### config.mk
export PLATFORM = sky130hd
export DESIGN_NAME = sep_eeprom_port
export DESIGN_NICKNAME = d
export VERILOG_FILES = /design/src/rtl/sep_pkg.sv /design/src/rtl/sep_eeprom_port.sv
export VERILOG_INCLUDE_DIRS = /design/src /design/src/rtl
export SDC_FILE = /design/constraint.sdc
export NUM_CORES = 1
export LEC_CHECK = 0
export CORE_ASPECT_RATIO = 1.1
export CORE_MARGIN = 3
export CORE_UTILIZATION = 60
export CTS_BUF_LIST = sky130_fd_sc_hd__clkbuf_4 sky130_fd_sc_hd__clkbuf_8 sky130_fd_sc_hd__clkbuf_16
export DETAILED_ROUTE_END_ITERATION = 8
export DONT_BUFFER_PORTS = 1
export GPL_TIMING_DRIVEN = 0
export PLACE_DENSITY = 0.76
export SYNTH_ARGS = -nofsm -noshare
export SYNTH_HDL_FRONTEND = slang
export SYNTH_HIERARCHICAL = 1
export SYNTH_SLANG_ARGS = --single-unit
### constraint.sdc
create_clock -name ref_clk -period 8.8 [get_ports ref_clk]
set_input_delay 0.88 -clock ref_clk [delete_from_list [all_inputs] [get_ports ref_clk]]
set_output_delay 0.88 -clock ref_clk [all_outputs]
set_load 0.05 [all_outputs]
### src/rtl/sep_regs.svh
// Register offsets, field positions, reset values and timing counts
`ifndef SEP_REGS_SVH
`define SEP_REGS_SVH

// ----------------------------------------------------------------
// Register offsets on the special function register port
// ----------------------------------------------------------------
`define SEP_ADDR_DATA      8'h9E
`define SEP_ADDR_CMD       8'h9F

// ----------------------------------------------------------------
// Command and status register fields
// ----------------------------------------------------------------
`define SEP_BIT_ERROR      7
`define SEP_BIT_BUSY       6
`define SEP_BIT_RXACK      5
`define SEP_BIT_TXACK      4
`define SEP_BIT_WAITRDY    7
`define SEP_BIT_FLOAT      5
`define SEP_BIT_READ       4
`define SEP_RST_RXACK      1'b1
`define SEP_RST_TXACK      1'b1
`define SEP_RST_ERROR      1'b0

// ----------------------------------------------------------------
// Two-pin command codes and pin select codes
// ----------------------------------------------------------------
`define SEP_CMD_NOP        4'h0
`define SEP_CMD_RECV       4'h2
`define SEP_CMD_XMIT       4'h3
`define SEP_CMD_STOP       4'h5
`define SEP_CMD_LAST       4'h6
`define SEP_CMD_START      4'h9
`define SEP_SEL_TWOPIN     2'h1
`define SEP_SEL_SHARED     2'h2
`define SEP_SEL_SPLIT      2'h3
`define SEP_MAX_COUNT      4'h8

// ----------------------------------------------------------------
// Timing: clock rate and serial clock rates in hertz
// ----------------------------------------------------------------
`define SEP_CLK_HZ         25000000
`define SEP_TWOPIN_HZ      78000
`define SEP_THREEW_HZ      500000
`define SEP_TWOPIN_HALF    (`SEP_CLK_HZ / (2 * `SEP_TWOPIN_HZ))
`define SEP_THREEW_HALF    (`SEP_CLK_HZ / (2 * `SEP_THREEW_HZ))

`endif

### src/rtl/sep_pkg.sv
// Types shared by the serial EEPROM master port
package sep_pkg;

    // Word queued from the register port toward the engine
    typedef struct packed {
        logic       isCmd;
        logic [7:0] value;
    } sep_word_t;

    // Engine states
    typedef enum logic [2:0] {
        ST_IDLE  = 3'b000,
        ST_START = 3'b001,
        ST_STOP  = 3'b010,
        ST_BYTE  = 3'b011,
        ST_BITS  = 3'b100,
        ST_WAIT  = 3'b101
    } sep_state_t;

endpackage

### src/rtl/sep_eeprom_port.sv
// Serial EEPROM master port with its register write queue
`timescale 1ns/1ps
`include "sep_regs.svh"

// ----------------------------------------------------------------
// Register write queue
// ----------------------------------------------------------------
module sep_fifo #(
    parameter int WIDTH = 9,
    parameter int DEPTH = 16
) (
    // Clock and reset
    input  wire logic             ref_clk,
    input  wire logic             reset,
    // Filling side
    input  wire logic             inValid,
    output logic                  inReady,
    input  wire logic [WIDTH-1:0] inData,
    // Draining side
    output logic                  outValid,
    input  wire logic             outReady,
    output logic      [WIDTH-1:0] outData
);
    localparam int AW = $clog2(DEPTH);

    logic [WIDTH-1:0] mem_q [DEPTH];
    logic [AW-1:0]    wrPtr_q, wrPtr_d;
    logic [AW-1:0]    rdPtr_q, rdPtr_d;
    logic [AW:0]      count_q, count_d;
    logic             full_q, full_d;
    logic             empty_q, empty_d;
    logic             push, pop;

    // Full and empty are registered so both ready and valid are clean
    always_comb begin
        push    = inValid && !full_q;
        pop     = outReady && !empty_q;
        wrPtr_d = push ? AW'((wrPtr_q + 1'b1) % DEPTH) : wrPtr_q;
        rdPtr_d = pop ? AW'((rdPtr_q + 1'b1) % DEPTH) : rdPtr_q;
        count_d = count_q + (AW+1)'(push) - (AW+1)'(pop);
        full_d  = (count_d == (AW+1)'(DEPTH));
        empty_d = (count_d == '0);
    end

    always_ff @(posedge ref_clk) begin
        if (reset) begin
            wrPtr_q <= '0;
            rdPtr_q <= '0;
            count_q <= '0;
            full_q  <= 1'b0;
            empty_q <= 1'b1;
        end else begin
            wrPtr_q <= wrPtr_d;
            rdPtr_q <= rdPtr_d;
            count_q <= count_d;
            full_q  <= full_d;
            empty_q <= empty_d;
        end
    end

    // Storage holds no control state, so it needs no reset
    always_ff @(posedge ref_clk) begin
        if (push) begin
            mem_q[wrPtr_q] <= inData;
        end
    end

    assign inReady  = !full_q;
    assign outValid = !empty_q;
    assign outData  = mem_q[rdPtr_q];
endmodule

// ----------------------------------------------------------------
// Serial EEPROM master port
// ----------------------------------------------------------------
module sep_eeprom_port #(
    parameter int QUEUE_DEPTH = 16
) (
    // Clock and reset
    input  wire logic       ref_clk,
    input  wire logic       reset,
    // Special function register port
    input  wire logic [7:0] sfrAddr,
    input  wire logic       sfrWrite,
    input  wire logic [7:0] sfrWrData,
    input  wire logic       sfrRead,
    output logic      [7:0] sfrRdData,
    output logic            sfrWrReady,
    // Interface select from the pin configuration
    input  wire logic [1:0] eepromPinSelect,
    // Serial pins
    output logic            serialClockPinOut,
    output logic            serialClockPinOe,
    input  wire logic       serialDataPinIn,
    output logic            serialDataPinOut,
    output logic            serialDataPinOe,
    input  wire logic       serialInputPin,
    // Completion interrupt
    output logic            eepromInterrupt
);
    localparam logic [8:0] HALF_TWO = 9'(`SEP_TWOPIN_HALF - 1);
    localparam logic [8:0] HALF_THR = 9'(`SEP_THREEW_HALF - 1);

    // Queue signals
    sep_pkg::sep_word_t qIn, qOut;
    logic               qValid, qPop, qInValid;

    // Engine state
    sep_pkg::sep_state_t state_q, state_d;
    logic [8:0] div_q, div_d;
    logic [4:0] ph_q, ph_d;
    logic [7:0] data_q, data_d;
    logic [7:0] ctl_q, ctl_d;
    logic       scl_q, scl_d;
    logic       sda_q, sda_d;
    logic       drv_q, drv_d;
    logic       err_q, err_d;
    logic       rxAck_q, rxAck_d;
    logic       txAck_q, txAck_d;
    logic       busy_q, busy_d;
    logic       prevIn_q;
    logic       tick, din, lastPh;
    logic [4:0] endPh;

    // Pin synchronisers and output flops
    logic       dataS1_q, dataS2_q, inS1_q, inS2_q;
    logic       clkOut_q, clkOe_q, datOut_q, datOe_q;
    logic       clkOut_d, clkOe_d, datOut_d, datOe_d;
    logic [7:0] rd_q, rd_d;
    logic       irq_q;

    // ------------------------------------------------------------
    // Register writes go through the queue to keep their order
    // ------------------------------------------------------------
    always_comb begin
        qInValid    = sfrWrite && (sfrAddr == `SEP_ADDR_DATA ||
                                   sfrAddr == `SEP_ADDR_CMD);
        qIn.isCmd   = (sfrAddr == `SEP_ADDR_CMD);
        qIn.value   = sfrWrData;
    end

    sep_fifo #(
        .WIDTH ($bits(sep_pkg::sep_word_t)),
        .DEPTH (QUEUE_DEPTH)
    ) u_queue (
        .ref_clk  (ref_clk),
        .reset    (reset),
        .inValid  (qInValid),
        .inReady  (sfrWrReady),
        .inData   (qIn),
        .outValid (qValid),
        .outReady (qPop),
        .outData  (qOut)
    );

    // ------------------------------------------------------------
    // Pin input synchronisers
    // ------------------------------------------------------------
    always_ff @(posedge ref_clk) begin
        if (reset) begin
            dataS1_q <= 1'b1;
            dataS2_q <= 1'b1;
            inS1_q   <= 1'b1;
            inS2_q   <= 1'b1;
        end else begin
            dataS1_q <= serialDataPinIn;
            dataS2_q <= dataS1_q;
            inS1_q   <= serialInputPin;
            inS2_q   <= inS1_q;
        end
    end

    // Split mode reads pin eight, otherwise the shared data pin
    assign din = (eepromPinSelect == `SEP_SEL_SPLIT) ? inS2_q
                                                      : dataS2_q;

    // ------------------------------------------------------------
    // Serial engine
    // ------------------------------------------------------------
    always_comb begin
        tick    = (div_q == '0);
        endPh   = 5'({ctl_q[3:0], 1'b0});
        lastPh  = (ph_q == endPh - 5'h1);
        state_d = state_q;
        div_d   = tick ? ((eepromPinSelect == `SEP_SEL_TWOPIN) ?
                          HALF_TWO : HALF_THR) : div_q - 9'h1;
        ph_d    = ph_q;
        data_d  = data_q;
        ctl_d   = ctl_q;
        scl_d   = scl_q;
        sda_d   = sda_q;
        drv_d   = drv_q;
        err_d   = err_q;
        rxAck_d = rxAck_q;
        txAck_d = txAck_q;
        qPop    = 1'b0;
        unique case (state_q)
            sep_pkg::ST_IDLE: begin
                div_d = (eepromPinSelect == `SEP_SEL_TWOPIN) ?
                        HALF_TWO : HALF_THR;
                ph_d  = '0;
                if (qValid) begin
                    qPop = 1'b1;
                    if (!qOut.isCmd) begin
                        data_d = qOut.value;
                    end else if (eepromPinSelect == `SEP_SEL_TWOPIN) begin
                        ctl_d = qOut.value;
                        err_d = 1'b0;
                        case (qOut.value[3:0])
                            // Clock already rests high, so a no-op holds it
                            `SEP_CMD_NOP:   scl_d = 1'b1;
                            `SEP_CMD_START: state_d = sep_pkg::ST_START;
                            `SEP_CMD_STOP:  state_d = sep_pkg::ST_STOP;
                            `SEP_CMD_XMIT,
                            `SEP_CMD_RECV,
                            `SEP_CMD_LAST:  state_d = sep_pkg::ST_BYTE;
                            default:        err_d = 1'b1;
                        endcase
                    end else if (eepromPinSelect[1]) begin
                        ctl_d = qOut.value;
                        scl_d = 1'b0;
                        if (qOut.value[3:0] == 4'h0) begin
                            // No clocks: only the float setting applies
                            drv_d = !qOut.value[`SEP_BIT_FLOAT];
                        end else begin
                            state_d = sep_pkg::ST_BITS;
                            drv_d   = !qOut.value[`SEP_BIT_READ] ||
                                      (eepromPinSelect == `SEP_SEL_SPLIT);
                        end
                    end
                end
            end
            sep_pkg::ST_START: begin
                // Data falls while the clock is high
                if (tick) begin
                    ph_d = ph_q + 5'h1;
                    if (ph_q == 5'h0) begin
                        sda_d = 1'b1;
                        scl_d = 1'b1;
                    end else begin
                        sda_d   = 1'b0;
                        state_d = sep_pkg::ST_IDLE;
                    end
                end
            end
            sep_pkg::ST_STOP: begin
                // Clock low with data low, clock high, then data rises
                if (tick) begin
                    ph_d = ph_q + 5'h1;
                    if (ph_q == 5'h0) begin
                        scl_d = 1'b0;
                        sda_d = 1'b0;
                    end else if (ph_q == 5'h1) begin
                        scl_d = 1'b1;
                    end else begin
                        sda_d   = 1'b1;
                        state_d = sep_pkg::ST_IDLE;
                    end
                end
            end
            sep_pkg::ST_BYTE: begin
                // Even phases drive with clock low, odd phases sample high
                if (tick) begin
                    ph_d  = ph_q + 5'h1;
                    scl_d = ph_q[0];
                    if (!ph_q[0]) begin
                        if (ph_q == 5'd16) begin
                            // Acknowledge slot
                            sda_d = (ctl_q[3:0] != `SEP_CMD_RECV);
                        end else begin
                            sda_d = (ctl_q[3:0] == `SEP_CMD_XMIT) ?
                                    data_q[7] : 1'b1;
                        end
                    end else if (ph_q != 5'd17) begin
                        // Sampling the line keeps a sent byte intact
                        data_d = {data_q[6:0], din};
                    end else begin
                        if (ctl_q[3:0] == `SEP_CMD_XMIT) begin
                            rxAck_d = !din;
                        end else begin
                            txAck_d = (ctl_q[3:0] == `SEP_CMD_RECV);
                        end
                        // Data holds: a change with the clock high is a start or a stop
                        state_d = sep_pkg::ST_IDLE;
                    end
                end
            end
            sep_pkg::ST_BITS: begin
                if (tick) begin
                    ph_d = ph_q + 5'h1;
                    if (ph_q == endPh) begin
                        // Clock returns low after the last bit
                        scl_d   = 1'b0;
                        state_d = (ctl_q[`SEP_BIT_WAITRDY] &&
                                   ctl_q[`SEP_BIT_FLOAT]) ?
                                  sep_pkg::ST_WAIT : sep_pkg::ST_IDLE;
                    end else if (!ph_q[0]) begin
                        // Falling edge: present the next data bit
                        scl_d = 1'b0;
                        sda_d = data_q[7];
                    end else begin
                        // Rising edge: shift, sampling the line only on a read
                        scl_d  = 1'b1;
                        data_d = ctl_q[`SEP_BIT_READ] ?
                                 {data_q[6:0], din} :
                                 {data_q[6:0], 1'b0};
                        if (lastPh && ctl_q[`SEP_BIT_FLOAT]) begin
                            drv_d = 1'b0;
                        end
                    end
                end
            end
            sep_pkg::ST_WAIT: begin
                // Busy holds until the device pulls the line back up
                if (din && !prevIn_q) begin
                    state_d = sep_pkg::ST_IDLE;
                end
            end
            default: state_d = sep_pkg::ST_IDLE;
        endcase
        busy_d = (state_d != sep_pkg::ST_IDLE) || qValid;
    end

    always_ff @(posedge ref_clk) begin
        if (reset) begin
            state_q  <= sep_pkg::ST_IDLE;
            div_q    <= '0;
            ph_q     <= '0;
            data_q   <= '0;
            ctl_q    <= '0;
            scl_q    <= 1'b1;
            sda_q    <= 1'b1;
            drv_q    <= 1'b1;
            err_q    <= `SEP_RST_ERROR;
            rxAck_q  <= `SEP_RST_RXACK;
            txAck_q  <= `SEP_RST_TXACK;
            busy_q   <= 1'b0;
            prevIn_q <= 1'b1;
        end else begin
            state_q  <= state_d;
            div_q    <= div_d;
            ph_q     <= ph_d;
            data_q   <= data_d;
            ctl_q    <= ctl_d;
            scl_q    <= scl_d;
            sda_q    <= sda_d;
            drv_q    <= drv_d;
            err_q    <= err_d;
            rxAck_q  <= rxAck_d;
            txAck_q  <= txAck_d;
            busy_q   <= busy_d;
            prevIn_q <= din;
        end
    end

    // ------------------------------------------------------------
    // Pin drivers, read data and completion pulse
    // ------------------------------------------------------------
    always_comb begin
        clkOut_d = scl_q;
        clkOe_d  = 1'b0;
        datOut_d = 1'b0;
        datOe_d  = 1'b0;
        if (eepromPinSelect == `SEP_SEL_TWOPIN) begin
            // Data is open drain: only a low level is driven
            clkOe_d  = 1'b1;
            datOe_d  = !sda_q;
        end else if (eepromPinSelect[1]) begin
            clkOe_d  = 1'b1;
            datOut_d = sda_q;
            datOe_d  = drv_q;
        end
        rd_d = 8'h00;
        if (sfrRead && sfrAddr == `SEP_ADDR_DATA) begin
            rd_d = data_q;
        end else if (sfrRead && sfrAddr == `SEP_ADDR_CMD) begin
            rd_d[`SEP_BIT_ERROR] = err_q;
            rd_d[`SEP_BIT_BUSY]  = busy_q;
            rd_d[`SEP_BIT_RXACK] = rxAck_q;
            rd_d[`SEP_BIT_TXACK] = txAck_q;
        end
    end

    always_ff @(posedge ref_clk) begin
        if (reset) begin
            clkOut_q <= 1'b1;
            clkOe_q  <= 1'b0;
            datOut_q <= 1'b0;
            datOe_q  <= 1'b0;
            rd_q     <= 8'h00;
            irq_q    <= 1'b0;
        end else begin
            clkOut_q <= clkOut_d;
            clkOe_q  <= clkOe_d;
            datOut_q <= datOut_d;
            datOe_q  <= datOe_d;
            rd_q     <= rd_d;
            irq_q    <= busy_q && !busy_d;
        end
    end

    assign serialClockPinOut = clkOut_q;
    assign serialClockPinOe  = clkOe_q;
    assign serialDataPinOut  = datOut_q;
    assign serialDataPinOe   = datOe_q;
    assign sfrRdData         = rd_q;
    assign eepromInterrupt   = irq_q;
endmodule

# Word-level counts from Yosys, hierarchy flattened

Memory sizes are Yosys's and may differ from the RTL's. A register that Yosys moved wholly into a read port is not among the register bits.
Cells that the tools add are included.

Add/subtract/negate cells: 7
Eq/ne operators: 45
Multiplexer cells: 88
Bitwise operators: 5
Reductions and logical operators: 46

Operators by type and width:

| kind                                             | count |
|---|---|
| 2-to-1 mux 8 bit                                 | 11 |
| 2-to-1 mux 3 bit                                 | 17 |
| 2-to-1 mux 1 bit                                 | 46 |
| != test 2 bit, second input constant             | 17 |
| AND reduction 9 bit                              | 3 |
| case mux 8 bit (3 select lines)                  | 1 |
| 2-to-1 mux 9 bit                                 | 2 |
| case mux 3 bit (6 select lines)                  | 1 |
| == test 4 x 2 -> 1 bit, second input constant    | 4 |
| == test 8 bit, second input constant             | 2 |
| 2-to-1 mux 4 bit                                 | 4 |
| != test 3 bit, second input constant             | 4 |
| AND reduction 11 bit                             | 1 |
| == test 5 bit                                    | 2 |
| == test 5 bit, second input constant             | 2 |
| zero test 5 bit                                  | 2 |
| case mux 5 bit (2 select lines)                  | 1 |
| AND reduction 5 bit                              | 2 |
| logical AND 1 bit                                | 9 |
| zero test 9 bit                                  | 1 |
| case mux 3 bit (3 select lines)                  | 1 |
| subtractor 9 x 1 -> 9 bit, second input constant | 1 |
| adder 4 x 1 -> 4 bit, second input constant      | 2 |
| == test 4 x 3 -> 1 bit, second input constant    | 2 |
| 33 further kinds                                 | 53 |

Register bits after elaboration: 73
Memory bits (writable): 144
Input port bits: 24
Output and inout bits: 14
Logic and storage cells: 221
Memories kept: 1

Memories:

| name          | depth | width | rd ports | clocked after Yosys merged registers in | wr ports | RTL line              | source |
|---|---|---|---|---|---|---|---|
| u_queue.mem_q | 16    | 9     | 1        | 1                                       | 1        | sep_eeprom_port.sv:26 | `logic [WIDTH-1:0] mem_q [DEPTH];` |

# Logic depth before layout (Yosys ltp)

Depth in word-level cells: 11
Depth in mapped cells: 13
Gate-level depth less buffers: 12

# Modules after synthesis

Netlist, hierarchy kept.

Modules (own cells, without submodules):

| module          | times used | cells each | area each (um^2) | sequential area each (um^2) |
|---|---|---|---|---|
| sep_fifo        | 1          | 337        | 6,449.9          | 4,704.5 |
| sep_eeprom_port | 1          | 350        | 3,032.9          | 1,141.1 |

# Worst setup path before layout

No wires, ideal clock.

Path kind: in2reg
Start: input sfrAddr[5]
End: register u_queue.empty_q
Library setup time: 0.116 ns
Arrival: 3.254 ns
Data required time: 8.684 ns
Path slack: 5.430 ns
Cell stages on the path: 13
Buffers on the path: 1
Cells stage by stage: nor4bb_1 > and4_1 > and2_1 > nor2b_1 > clkbuf_1 > xor2_1 > ha_1 > inv_1 > fa_1 > nand2b_1 > a21oi_1 > xnor2_1 > a41o_1

Word-level cells in the longest chain between the ends: 7
Elaborated cells between the ends (all ways): 8
Classes of those cells: 2 x add/sub; 2 x eq/ne; 4 x reduce/logical

Ends and longest elaborated chain:

| what                                | RTL line               | source |
|---|---|---|
| from (decl)                         | sep_eeprom_port.sv:83  | `input wire logic [7:0] sfrAddr,` |
| == test 8 bit (no source line)      | -                      |  |
| logical OR 1 bit (no source line) * | -                      |  |
| logical AND 1 bit *                 | sep_eeprom_port.sv:136 | `` qInValid = sfrWrite && (sfrAddr == `SEP_ADDR_DATA \|\| `` |
| named net qInValid                  | sep_eeprom_port.sv:106 | `logic qValid, qPop, qInValid;` |
| logical AND 1 bit *                 | sep_eeprom_port.sv:36  | `push = inValid && !full_q;` |
| adder 5 x 1 -> 5 bit *              | sep_eeprom_port.sv:40  | `count_d = count_q + (AW+1)'(push) - (AW+1)'(pop);` |
| subtractor 5 x 1 -> 5 bit *         | sep_eeprom_port.sv:40  |  |
| zero test 5 bit *                   | sep_eeprom_port.sv:42  | `empty_d = (count_d == '0);` |
| to (signal assigned)                | sep_eeprom_port.sv:57  | `empty_q <= empty_d;` |
| to (decl)                           | sep_eeprom_port.sv:31  | `logic empty_q, empty_d;` |

The timed path passes the listed nets; every way through them passes the cells marked *.
A chain may end at the register's enable or synchronous reset.

==> flow_summary.ini <==
[run_status]
status = complete, no violations

[detailed_routing]
drtIter0Drc = 539
wirelength_um = 21100
drc = 0
wl_per_cell_um = 22.8
vias_per_cell = 6.40
dr_total_vias = 5909
ant_nets = 0
dr.pass1.iters = 5

[worst_setup_path]
cp.arrival_ns = 3.88
worstSetupStartpointType = register
reg2reg_to = clkOut_d
cp_cell_sequence = clkbuf_8 -> clkbuf_1 -> mux4_1 -> a22oi_1 -> nand2_1 -> clkbuf_1 -> nor4_1 -> a21oi_1 -> o211ai_1 -> o21ai_0 -> mux2_2
critical_path.top_delay_family = buffers and inverters
critical-path-max-stage-delay_ns = 0.53
end_kind = register
critical_path_class = reg2reg
crit_buf_inv = 3
reg2regPathDepth = 11
cpMaxStageDelayCell = clkbuf_1
r2r_slack_ns = 5.30
crit_fanout = 10
crit_top_cell = clkbuf_1
cp_data_required_time_ns = 9.19

[sta]
setup_viol = 0
rsz0062_at_grt = false
worst_pin_slew_ns = 1.05
relSlewSlack_pct = 29.0
final_max_slew_viol_count = 0
period_needed_ns = 3.50
hold_violations = 0
setup_tns_ns = 0
max_freq_ghz = 0.286
fin_ws_ns = 5.30
final.period_utilization_pct = 39.7
fin_skew_ns = 0.0144

[clock_network]
cts_sinks = 220
clk_latency_ns = 0.51
cts_buffers = 22
cts_tree = built
ctsResizeCount = 0
cts_hold_buf = 0
cts.path.max_buffers = 3
cts_root_buffer = clkbuf_16
post_cts_buffers = 0
cts_max_level = 1
clk_pin_slew_ns = 0.06

[global_routing]
grt_usage_pct = 24.7
grt_pass1_wl_um = 32800
grt_pass1_vias = 5880
antenna_found_initial = 0
grt_overflow = 0
grt_max_degree = 17

[synth]
ys_async_sr_fraction_pct = 0
synthFlopType = edfxtp_1
synth_top_cell_by_area = edfxtp_1
yosys_warnings = 6
syn_inst = 687
synth-seq-cells = 220
synth_edf_count = 144
synth.avg_cell_area_um2 = 13.8
ys_seq_area_share_pct = 61.6
yosysTopAreaCellShare_pct = 45.6
synth_cell_types = 71
yosys-top-cells-area = edfxtp_1 46%, dfxtp_1 16%, mux4_1 5.5%
synth_nets = 729
synthesis.area_um2 = 9480

[floorplanning]
core.rowCount = 47
initial_core_util_pct = 62.0
die_w_um = 126
coreArea_um2 = 15300
fp.dieArea_um2 = 17400
die_h_um = 138
ios = 38

[power_and_ir_drop]
ir_worst_vdd_uv = 232
clockPowerShare_pct = 32.8
swShare_pct = 28.7
power.total_mw = 2.76
p_int_mw = 1.97
seq_power_share_pct = 43.5
leakage_nw = 3.57
switchingPower_uw = 792
power_density_nw_per_um2 = 264
p_comb_share_pct = 23.7

[cells_and_area]
antenna_cells = 0
drive_gt1_share_pct = 12.8
nets = 753
fin_util_pct = 68.4
area.growth.synth_to_final_pct = 10.3

[hold_path]
hold_class = reg2reg
whs_endpoint = dataS2_q
hold-path-cell-count = 1
hp-start = dataS1_q

[placement]
globalplace.congestion = 0.955
pre_cts_ws_ns = 4.80
dp_hpwl_um = 14300
io_buffers = 0

[flow_run]
maxCapViolations = 0
synthesized netlist by cell type, types with 11 or more instances:
cell / number
mux2i_1: 16
xor2_1: 14
edfxtp_1: 144
ha_1: 17
nand2_1: 44
mux4_1: 20
a22oi_1: 19
inv_1: 24
dfxtp_1: 76
nor2_1: 80
a21oi_1: 19
clkbuf_1: 17
nor3_1: 17
xnor2_1: 15
nor2b_1: 11
mux4_2: 16
logic make-up (layout without fill, tap and decap cells):
kind of cell | Yosys count | in the layout | synth area share, %
flip-flops | 220 | 220 | 61.6
AND/OR/NAND/NOR | 219 | 219 | 11.6
AO/OA/AOI/OAI | 87 | 87 | 6.68
buffers and inverters | 59 | 99 | 3.54
multiplexers | 54 | 54 | 11.3
XOR/XNOR | 29 | 29 | 2.68
adder cells (fa/ha/maj) | 19 | 19 | 2.56
flip-flops by register name, summed over array words and instances, names as in the netlist, 3 cells and up, named ones only:
name	flops
u_queue/rdPtr_q	4
ph_q	5
ctl_q	7
data_q	8
div_q	9
u_queue/mem_q	144
sfrRdData	8
state_q	3
u_queue/wrPtr_q	4
u_queue/count_q	5
how the worst max path moves through the flow:
stage / depth (start not counted) / end / startpoint
after floorplan: 13 / u_queue/empty_q / sfrAddr[5]
after global placement: 7 / u_queue/mem_q[3][5] / sfrAddr[5]
after detailed placement: 7 / u_queue/mem_q[3][6] / sfrAddr[5]
after CTS: 7 / u_queue/mem_q[1][3] / sfrAddr[5]
after global routing: 13 / u_queue/full_q / state_q[1]
final: 11 / clkOut_d / register
cells in the final DEF, fill, tap and decap left out, types with 5 or more instances in the layout:
| cell | n |
|---|---|
| a311oi_1 | 8 |
| xor2_1 | 14 |
| nor2b_1 | 11 |
| nand3_1 | 7 |
| buf_6 | 8 |
| xnor2_1 | 15 |
| mux4_2 | 16 |
| clkbuf_1 | 17 |
| nand2b_1 | 7 |
| nand4_1 | 6 |
| o21ai_0 | 8 |
| nor2_1 | 80 |
| dfxtp_1 | 76 |
| a22oi_1 | 19 |
| or2_2 | 8 |
| inv_1 | 24 |
| edfxtp_1 | 144 |
| a21oi_1 | 19 |
| ha_1 | 17 |
| a211oi_1 | 5 |
| clkbuf_16 | 23 |
| mux2i_1 | 16 |
| and2_1 | 8 |
| nor3_1 | 13 |
| nand2_1 | 44 |
| mux4_1 | 20 |
power by group through the flow:
| stage | logic, mW | registers [mW] | clock network, mW |
|---|---|---|---|
| floorplan | 0.503 | 1.21 | 0 |
| global placement | 0.619 | 1.22 | 0 |
| detailed placement | 0.643 | 1.22 | 0 |
| CTS | 0.652 | 1.20 | 0.919 |
| global route | 0.707 | 1.21 | 0.957 |
| finish | 0.654 | 1.20 | 0.906 |
per-stage QoR:
stage	hold slack [ns]	cells	area, um^2
floorplan	0.389	687	9480
finish	0.412	923	10500
CTS	0.416	923	10400
global route	0.424	923	10500
global placement	0.409	883	9730
detailed placement	0.403	883	9730
routing by layer:
layer	GRT usage (%)	vias up	routed length (um)
met2	44.2	254	10800
met5	0	-	0
met4	10.4	0	915
li1	-	2633	-
met1	29.9	2957	8110
met3	4.20	65	1250
area by class of cell:
type | instances | area [um^2]
sequential | 220 | 5850
fill | 1086 | 4830
multi-input combinational | 408 | 3320
clock buffer | 28 | 619
buffer | 35 | 245
tap | 196 | 245
clock inverter | 12 | 91.3
inverter | 24 | 90.1
No activity file was read; power rests on OpenSTA's default activity.
